==> src/design/ecprh_regs.vh <==
// Constants for the ECP reverse-channel host handshake block
`ifndef ECPRH_REGS_VH
`define ECPRH_REGS_VH

`define ECPRH_CLK_PERIOD_NS   10
`define ECPRH_FILT_MIN_NS     75
`define ECPRH_FILT_MAX_NS     130
// Least time rounds up to whole cycles
`define ECPRH_FILT_CYC        ((`ECPRH_FILT_MIN_NS + `ECPRH_CLK_PERIOD_NS - 1) / `ECPRH_CLK_PERIOD_NS)
`define ECPRH_FILT_MAX_CYC    (`ECPRH_FILT_MAX_NS / `ECPRH_CLK_PERIOD_NS)
`define ECPRH_FILT_CNT_W      4

`define ECPRH_DATA_W          8
`define ECPRH_FIFO_DEPTH      32
`define ECPRH_FIFO_AW         5
`define ECPRH_CNT_W           16

`define ECPRH_ST_W            2
`define ECPRH_ST_OFF          2'h0
`define ECPRH_ST_WAIT         2'h1
`define ECPRH_ST_ACK          2'h2

`define ECPRH_PIN_IDLE        1'h1
`define ECPRH_HOSTACK_FWD     1'h1

`endif

==> src/design/ecprh_fifo.v <==
// Synchronous FIFO with valid/ready on both sides
`timescale 1ns/10ps
`default_nettype none

module ecprh_fifo #(
  parameter WIDTH = 8,
  parameter DEPTH = 32,
  parameter AW    = 5
) (
  input  wire             core_clk_i,
  input  wire             rst_n_i,
  input  wire [WIDTH-1:0] in_data_i,
  input  wire             in_valid_i,
  output wire             in_ready_o,
  output wire [WIDTH-1:0] out_data_o,
  output wire             out_valid_o,
  input  wire             out_ready_i,
  output wire [AW:0]      level_o
);

  reg [WIDTH-1:0] mem [0:DEPTH-1];
  reg [AW:0]      wr_ptr_reg;
  reg [AW:0]      rd_ptr_reg;
  reg [WIDTH-1:0] out_data_reg;
  reg             out_valid_reg;

  wire [AW:0] count    = wr_ptr_reg - rd_ptr_reg;
  wire        full     = (count == DEPTH[AW:0]);
  wire        empty    = (count == {(AW+1){1'b0}});
  wire        push     = in_valid_i && !full;
  wire        load_out = !empty && (!out_valid_reg || out_ready_i);

  always @(posedge core_clk_i) begin
    if (push) begin
      mem[wr_ptr_reg[AW-1:0]] <= in_data_i;
    end
  end

  // Output stage is a register, so the head word leaves the array on load
  always @(posedge core_clk_i or negedge rst_n_i) begin
    if (!rst_n_i) begin
      wr_ptr_reg    <= {(AW+1){1'b0}};
      rd_ptr_reg    <= {(AW+1){1'b0}};
      out_data_reg  <= {WIDTH{1'b0}};
      out_valid_reg <= 1'b0;
    end else begin
      if (push) begin
        wr_ptr_reg <= wr_ptr_reg + {{AW{1'b0}}, 1'b1};
      end
      if (load_out) begin
        out_data_reg  <= mem[rd_ptr_reg[AW-1:0]];
        out_valid_reg <= 1'b1;
        rd_ptr_reg    <= rd_ptr_reg + {{AW{1'b0}}, 1'b1};
      end else if (out_ready_i) begin
        out_valid_reg <= 1'b0;
      end
    end
  end

  assign in_ready_o  = !full;
  assign out_data_o  = out_data_reg;
  assign out_valid_o = out_valid_reg;
  assign level_o     = count;

endmodule

`default_nettype wire

==> src/design/ecprh_filter.v <==
// Stability filter for one peripheral status input
`timescale 1ns/10ps
`default_nettype none

module ecprh_filter #(
  parameter                CNT_W = 4,
  parameter [CNT_W-1:0]    STABLE_CYC = 4'h8,
  parameter                INIT = 1'b1
) (
  input  wire              core_clk_i,
  input  wire              rst_n_i,
  input  wire              raw_i,
  output wire              level_o,
  output wire              change_o
);

  reg             level_reg;
  reg             cand_reg;
  reg [CNT_W-1:0] cnt_reg;
  reg             change_reg;

  // A new level is accepted only after it holds for STABLE_CYC clocks
  always @(posedge core_clk_i or negedge rst_n_i) begin
    if (!rst_n_i) begin
      level_reg  <= INIT;
      cand_reg   <= INIT;
      cnt_reg    <= {CNT_W{1'b0}};
      change_reg <= 1'b0;
    end else begin
      change_reg <= 1'b0;
      if (raw_i != cand_reg) begin
        cand_reg <= raw_i;
        cnt_reg  <= {{(CNT_W-1){1'b0}}, 1'b1};
      end else if (cand_reg != level_reg) begin
        if (cnt_reg >= STABLE_CYC - {{(CNT_W-1){1'b0}}, 1'b1}) begin
          level_reg  <= cand_reg;
          change_reg <= 1'b1;
          cnt_reg    <= {CNT_W{1'b0}};
        end else begin
          cnt_reg <= cnt_reg + {{(CNT_W-1){1'b0}}, 1'b1};
        end
      end else begin
        cnt_reg <= {CNT_W{1'b0}};
      end
    end
  end

  assign level_o  = level_reg;
  assign change_o = change_reg;

endmodule

`default_nettype wire

==> src/design/ecprh_reverse.v <==
// Host end of the ECP reverse data phase with pin drivers and input filters
`timescale 1ns/10ps
`default_nettype none
`include "ecprh_regs.vh"

module ecprh_reverse (
  input  wire                      core_clk_i,
  input  wire                      rst_n_i,
  // Mode control and forward data from the port logic
  input  wire                      ecp_mode_i,
  input  wire                      reverse_i,
  input  wire                      stall_i,
  input  wire [`ECPRH_DATA_W-1:0]  fwd_data_i,
  // Cable side
  input  wire [`ECPRH_DATA_W-1:0]  pdata_i,
  output wire [`ECPRH_DATA_W-1:0]  pdata_o,
  output wire                      pdata_oe_o,
  input  wire                      periph_clk_i,
  input  wire                      busy_i,
  output wire                      host_ack_o,
  output wire                      host_ack_oe_o,
  output wire                      host_clk_o,
  output wire                      host_clk_oe_o,
  // Filtered status
  output wire                      busy_o,
  output wire                      busy_change_o,
  output wire                      periph_clk_o,
  // Received byte stream
  output wire [`ECPRH_DATA_W-1:0]  rx_data_o,
  output wire                      rx_valid_o,
  input  wire                      rx_ready_i,
  output wire [`ECPRH_FIFO_AW:0]   rx_level_o,
  // Status
  output wire                      reverse_active_o,
  output wire                      ecp_drivers_o,
  output wire                      stalled_o,
  output wire [`ECPRH_CNT_W-1:0]   rx_count_o
);

  localparam [`ECPRH_ST_W-1:0] ST_OFF  = `ECPRH_ST_OFF;
  localparam [`ECPRH_ST_W-1:0] ST_WAIT = `ECPRH_ST_WAIT;
  localparam [`ECPRH_ST_W-1:0] ST_ACK  = `ECPRH_ST_ACK;
  // Filter count is worked out in integer arithmetic, then cut to the counter width
  localparam integer                 FILT_CYC_N = `ECPRH_FILT_CYC;
  localparam [`ECPRH_FILT_CNT_W-1:0] FILT_CYC = FILT_CYC_N[`ECPRH_FILT_CNT_W-1:0];

  reg [`ECPRH_ST_W-1:0]    state_reg;
  reg [`ECPRH_ST_W-1:0]    state_next;
  reg                      host_ack_reg;
  reg                      host_ack_next;
  reg [`ECPRH_DATA_W-1:0]  cap_data_reg;
  reg [`ECPRH_DATA_W-1:0]  cap_data_next;
  reg                      push_reg;
  reg                      push_next;
  reg                      drv_ecp_reg;
  reg                      drv_ecp_next;
  reg [`ECPRH_DATA_W-1:0]  pdata_reg;
  reg                      pdata_oe_reg;
  reg                      host_ack_oe_reg;
  reg                      host_clk_oe_reg;
  reg                      stalled_reg;
  reg [`ECPRH_CNT_W-1:0]   rx_count_reg;

  wire periph_clk_f;
  wire periph_clk_chg;
  wire busy_f;
  wire busy_chg;
  wire fifo_in_ready;

  // Open-collector drives only a low; push-pull drives both levels
  function drive_enable;
    input ecp_drv;
    input level;
    begin
      drive_enable = ecp_drv | ~level;
    end
  endfunction

  ecprh_filter #(
    .CNT_W      (`ECPRH_FILT_CNT_W),
    .STABLE_CYC (FILT_CYC),
    .INIT       (1'b1)
  ) u_filt_periph_clk (
    .core_clk_i (core_clk_i),
    .rst_n_i    (rst_n_i),
    .raw_i      (periph_clk_i),
    .level_o    (periph_clk_f),
    .change_o   (periph_clk_chg)
  );

  ecprh_filter #(
    .CNT_W      (`ECPRH_FILT_CNT_W),
    .STABLE_CYC (FILT_CYC),
    .INIT       (1'b0)
  ) u_filt_busy (
    .core_clk_i (core_clk_i),
    .rst_n_i    (rst_n_i),
    .raw_i      (busy_i),
    .level_o    (busy_f),
    .change_o   (busy_chg)
  );

  ecprh_fifo #(
    .WIDTH (`ECPRH_DATA_W),
    .DEPTH (`ECPRH_FIFO_DEPTH),
    .AW    (`ECPRH_FIFO_AW)
  ) u_rx_fifo (
    .core_clk_i  (core_clk_i),
    .rst_n_i     (rst_n_i),
    .in_data_i   (cap_data_reg),
    .in_valid_i  (push_reg),
    .in_ready_o  (fifo_in_ready),
    .out_data_o  (rx_data_o),
    .out_valid_o (rx_valid_o),
    .out_ready_i (rx_ready_i),
    .level_o     (rx_level_o)
  );

  // No new byte is taken while a push is pending or while the FIFO is full
  wire fifo_room = fifo_in_ready && !push_reg;
  wire hold_off  = stall_i || !fifo_room;

  // Reverse handshake sequencer
  always @* begin
    state_next    = state_reg;
    host_ack_next = host_ack_reg;
    cap_data_next = cap_data_reg;
    push_next     = 1'b0;
    case (state_reg)
      ST_OFF: begin
        host_ack_next = `ECPRH_HOSTACK_FWD;
        if (reverse_i) begin
          state_next    = ST_WAIT;
          host_ack_next = 1'b0;
        end
      end
      ST_WAIT: begin
        host_ack_next = 1'b0;
        if (!reverse_i) begin
          state_next    = ST_OFF;
          host_ack_next = `ECPRH_HOSTACK_FWD;
        end else if (!periph_clk_f && !hold_off) begin
          // Byte is taken while PeriphClk is qualified low
          cap_data_next = pdata_i;
          push_next     = 1'b1;
          state_next    = ST_ACK;
          host_ack_next = 1'b1;
        end
        // Holding here keeps HostAck low and stalls the peripheral
      end
      ST_ACK: begin
        host_ack_next = 1'b1;
        if (periph_clk_f) begin
          state_next    = ST_WAIT;
          host_ack_next = 1'b0;
        end
      end
      default: begin
        state_next    = ST_OFF;
        host_ack_next = `ECPRH_HOSTACK_FWD;
      end
    endcase
  end

  // Driver type changes in any state but ST_ACK, including the edge that enters ST_ACK and raises HostAck
  always @* begin
    drv_ecp_next = drv_ecp_reg;
    if (state_reg != ST_ACK && ecp_mode_i != drv_ecp_reg) begin
      drv_ecp_next = ecp_mode_i;
    end
  end

  always @(posedge core_clk_i or negedge rst_n_i) begin
    if (!rst_n_i) begin
      state_reg    <= ST_OFF;
      host_ack_reg <= `ECPRH_HOSTACK_FWD;
      cap_data_reg <= {`ECPRH_DATA_W{1'b0}};
      push_reg     <= 1'b0;
      drv_ecp_reg  <= 1'b0;
      stalled_reg  <= 1'b0;
      rx_count_reg <= {`ECPRH_CNT_W{1'b0}};
    end else begin
      state_reg    <= state_next;
      host_ack_reg <= host_ack_next;
      cap_data_reg <= cap_data_next;
      push_reg     <= push_next;
      drv_ecp_reg  <= drv_ecp_next;
      stalled_reg  <= (state_reg == ST_WAIT) && !periph_clk_f && hold_off;
      if (push_reg) begin
        rx_count_reg <= rx_count_reg + {{(`ECPRH_CNT_W-1){1'b0}}, 1'b1};
      end
    end
  end

  // Pin stage: every enable comes from a flop fed from the next values, so a driver-type
  // change lands in the same edge as the level change that goes with it
  always @(posedge core_clk_i or negedge rst_n_i) begin
    if (!rst_n_i) begin
      pdata_reg       <= {`ECPRH_DATA_W{1'b0}};
      pdata_oe_reg    <= 1'b0;
      host_ack_oe_reg <= 1'b0;
      host_clk_oe_reg <= 1'b0;
    end else begin
      pdata_reg       <= fwd_data_i;
      // Data lines are released while the peripheral drives them
      pdata_oe_reg    <= (state_next == ST_OFF) && !reverse_i;
      host_ack_oe_reg <= drive_enable(drv_ecp_next, host_ack_next);
      host_clk_oe_reg <= drive_enable(drv_ecp_next, `ECPRH_PIN_IDLE);
    end
  end

  assign pdata_o          = pdata_reg;
  assign pdata_oe_o       = pdata_oe_reg;
  assign host_ack_o       = host_ack_reg;
  assign host_ack_oe_o    = host_ack_oe_reg;
  assign host_clk_o       = `ECPRH_PIN_IDLE;
  assign host_clk_oe_o    = host_clk_oe_reg;
  assign busy_o           = busy_f;
  assign busy_change_o    = busy_chg;
  assign periph_clk_o     = periph_clk_f;
  assign reverse_active_o = (state_reg != ST_OFF);
  assign ecp_drivers_o    = drv_ecp_reg;
  assign stalled_o        = stalled_reg;
  assign rx_count_o       = rx_count_reg;

  // PeriphClk change pulse is only observed through the filtered level
  wire unused_ok = periph_clk_chg;

endmodule

`default_nettype wire

==> config.mk <==
export PLATFORM = sky130hd
export DESIGN_NAME = ecprh_reverse
export DESIGN_NICKNAME = d
export VERILOG_FILES = /design/src/design/ecprh_fifo.v /design/src/design/ecprh_filter.v /design/src/design/ecprh_reverse.v
export VERILOG_INCLUDE_DIRS = /design/src /design/src/design
export SDC_FILE = /design/constraint.sdc
export NUM_CORES = 1
export LEC_CHECK = 0
export ABC_AREA = 0
export BUFFER_PORTS_ARGS = -buffer_cell sky130_fd_sc_hd__buf_2
export CAP_MARGIN = 10
export CORE_MARGIN = 8
export CORE_UTILIZATION = 61
export DETAILED_ROUTE_END_ITERATION = 8
export PLACE_DENSITY = 0.8
export SETUP_SLACK_MARGIN = 0.02
export SYNTH_ARGS = -nofsm -noshare
export SYNTH_HDL_FRONTEND = slang
export SYNTH_HIERARCHICAL = 1
export SYNTH_SLANG_ARGS = --single-unit
==> constraint.sdc <==
create_clock -name core_clk_i -period 3.2 [get_ports core_clk_i]
set_input_delay 0.64 -clock core_clk_i [delete_from_list [all_inputs] [get_ports core_clk_i]]
set_output_delay 0.64 -clock core_clk_i [all_outputs]
set_load 0.02 [all_outputs]
==> reports/qor.csv <==
metric,value,unit
status,"complete, no violations",
final setup vio count,0,
"Req. time, crit path",3380,ps
Worst R2R Path Depth,9,
"Reg clk slew, reported paths",70,ps
worst hold stages,1,
I/O pin count,74,
DRC errors left,0,
Setup crit start kind,flip-flop,
Sw Pwr,3.06,mW
die height,163,um
"Slowest-stage cell, CP",nor2_1,
Die X-Extent,163,um
CP cell instances,ha_1 > fa_1 > xnor2_1 > nor4_1 > mux2_2 > o211ai_2 > nand3_1 > buf_4 > nor2_1,
first-pass GRT wire length,44500,um
post-CTS setup buffers,0,
leakage power,6.24,nW
DR vias/cell,6.30,
Worst path top cell family by delay,simple AND/OR/NAND/NOR gates,
full die area,0.0266,mm2
Final min period,3180,ps
post-layout util,70.8,%
cells after synthesis,741,
CTS tree,built,
"Net Count, Synth",779,
crit-path max cell delay,550,ps
DRT antenna net count,0,
CTS Hold Bufs,0,
Gate power share,21.1,%
Max IR drop VDD,559,uV
"Hold Vio Cnt, Final",0,
Hold Crit Class,in -> reg,
# diodes,0,
Net Sw Frac,27.8,%
critical path type,reg -> reg,
DRT iter0 DRCs,822,
number of buffers created by CTS,31,
insertion delay to the later sink of the worst-skew pair,570,ps
vias in the first global route,7541,
grt ovf,0,
Max Slew Vio Count,0,
Starting Density,61.3,%
Worst EP arrival,3360,ps
pin count of the biggest net entering global routing,75,
synthesized cell area,0.0132,mm2
dpl hpwl,18300,um
Largest register FFs,256,
Total Power,11.0,mW
H-tree depth,1,
critical path peak fanout,8,
setup tns final,0,ps
Final Skew,25.5,ps
CP Buf/Inv Count,1,
number of max-cap violations,0,
RSZ-0062 raised after global routing,yes,
Yosys Warn Count,6,
FILL cells,1243,
P_int,7.94,mW
sequential power share,43.6,%
actual slew at the worst max-slew pin,1210,ps
period utilization,99.3,%
clock root buffer,clkbuf_16,
PostCTS Resize Cnt,6,
layout cells sized above 1,30.8,%
DR WL/cell,25.3,um
DRT Pass-1 Iters,5,
WP depth,9,
row count,54,
CP Capture Type,flip-flop,
Clock Tree Buf Depth,3,
GPL Wtd Cong,0.873,
GRT Util Overall,22.0,%
antenna violations before repair,0,
Layout area overhead,15.7,%
max_slew headroom,19.1,%
final net count,889,
DR vias,7278,
Syn Area/Cell,17.8,um2
clock sinks,330,
Min Hold Slack,198,ps
Max Clk Rate,0.315,GHz
core region area,0.0216,mm2
clock share of power,35.4,%
WL final,29300,um
Cell Pwr Density,720,mW/mm2
port bufs,72,
==> area by class of cell <==
cell class | instances | area [um2] | area share (%)
clock buffers | 32 | 779 | 5.10
clock inverters | 26 | 318 | 2.08
inverters | 21 | 78.8 | 0.516
multi-input cells | 358 | 3450 | 22.6
flip-flops and latches | 330 | 9550 | 62.5
well taps | 280 | 350 | 2.29
repair buffers | 109 | 739 | 4.84
==> power by group through the flow <==
stage	logic (mW)	registers (mW)	clock network [mW]
2_1_floorplan	1.57	4.91	0
3_3_place_gp	2.20	4.88	0
3_5_place_dp	2.27	4.88	0
4_1_cts	2.30	4.79	3.92
5_1_grt	2.46	4.80	4.09
6_report	2.32	4.79	3.89
==> layout by cell type, fill, tap and decap left out, types with 16 or more instances in the layout <==
cell and n:
buf_2 71, edfxtp_1 256, nor2_2 19, buf_4 31, nor2_1 37, clkbuf_16 31
mux4_2 48, a211oi_1 16, mux2i_1 34, o221ai_1 17, xnor2_1 16, inv_1 19
dfrtp_1 68
==> path summary, 6_finish.rpt <==
kind,startpoint,slack (ps),endpoint
setup / recovery,u_rx_fifo/rd_ptr_reg[0]$_DFFE_PN0P_,20,u_rx_fifo/mem[28][0]$_DFFE_PP_
hold / removal,fwd_data_i[0],200,pdata_o[0]$_DFF_PN0_
setup reg to reg,u_rx_fifo/rd_ptr_reg[0]$_DFFE_PN0P_,20,u_rx_fifo/mem[28][0]$_DFFE_PP_
hold reg to reg,rx_count_o[15]$_DFFE_PN0P_,480,rx_count_o[15]$_DFFE_PN0P_
max in group asynchronous,rst_n_i,2300,u_rx_fifo/rd_ptr_reg[0]$_DFFE_PN0P_
min in group asynchronous,rst_n_i,220,host_ack_oe_o$_DFF_PN0_
==> layer usage <==
layer / part of all wire, % / vias to the layer above / track usage [%]
met5: 0 / - / 0
met4: 3.7 / 0 / 8.76
met3: 7.6 / 74 / 3.68
met2: 50 / 356 / 36.8
met1: 39 / 3709 / 28.7
li1: - / 3139 / -
==> stage by stage <==
| step | instance area [um2] | setup WS, ps | cells |
|---|---|---|---|
| final | 15300 | 21.6 | 1156 |
| after global routing | 15300 | -127 | 1156 |
| after CTS | 15100 | 29.9 | 1152 |
| after detailed placement | 14000 | -6.42 | 1094 |
| after global placement | 14000 | 83.5 | 1092 |
| after floorplan | 13200 | 32.8 | 741 |
==> worst register-to-register path: stages, from the launching register on <==
cell and delay, ps:
dfrtp_4 470, ha_1 210, fa_1 400, xnor2_1 250, nor4_1 100, mux2_2 290
o211ai_2 130, nand3_1 140, buf_4 240, nor2_1 560
Note: power is estimated with default switching activity, not from simulation.
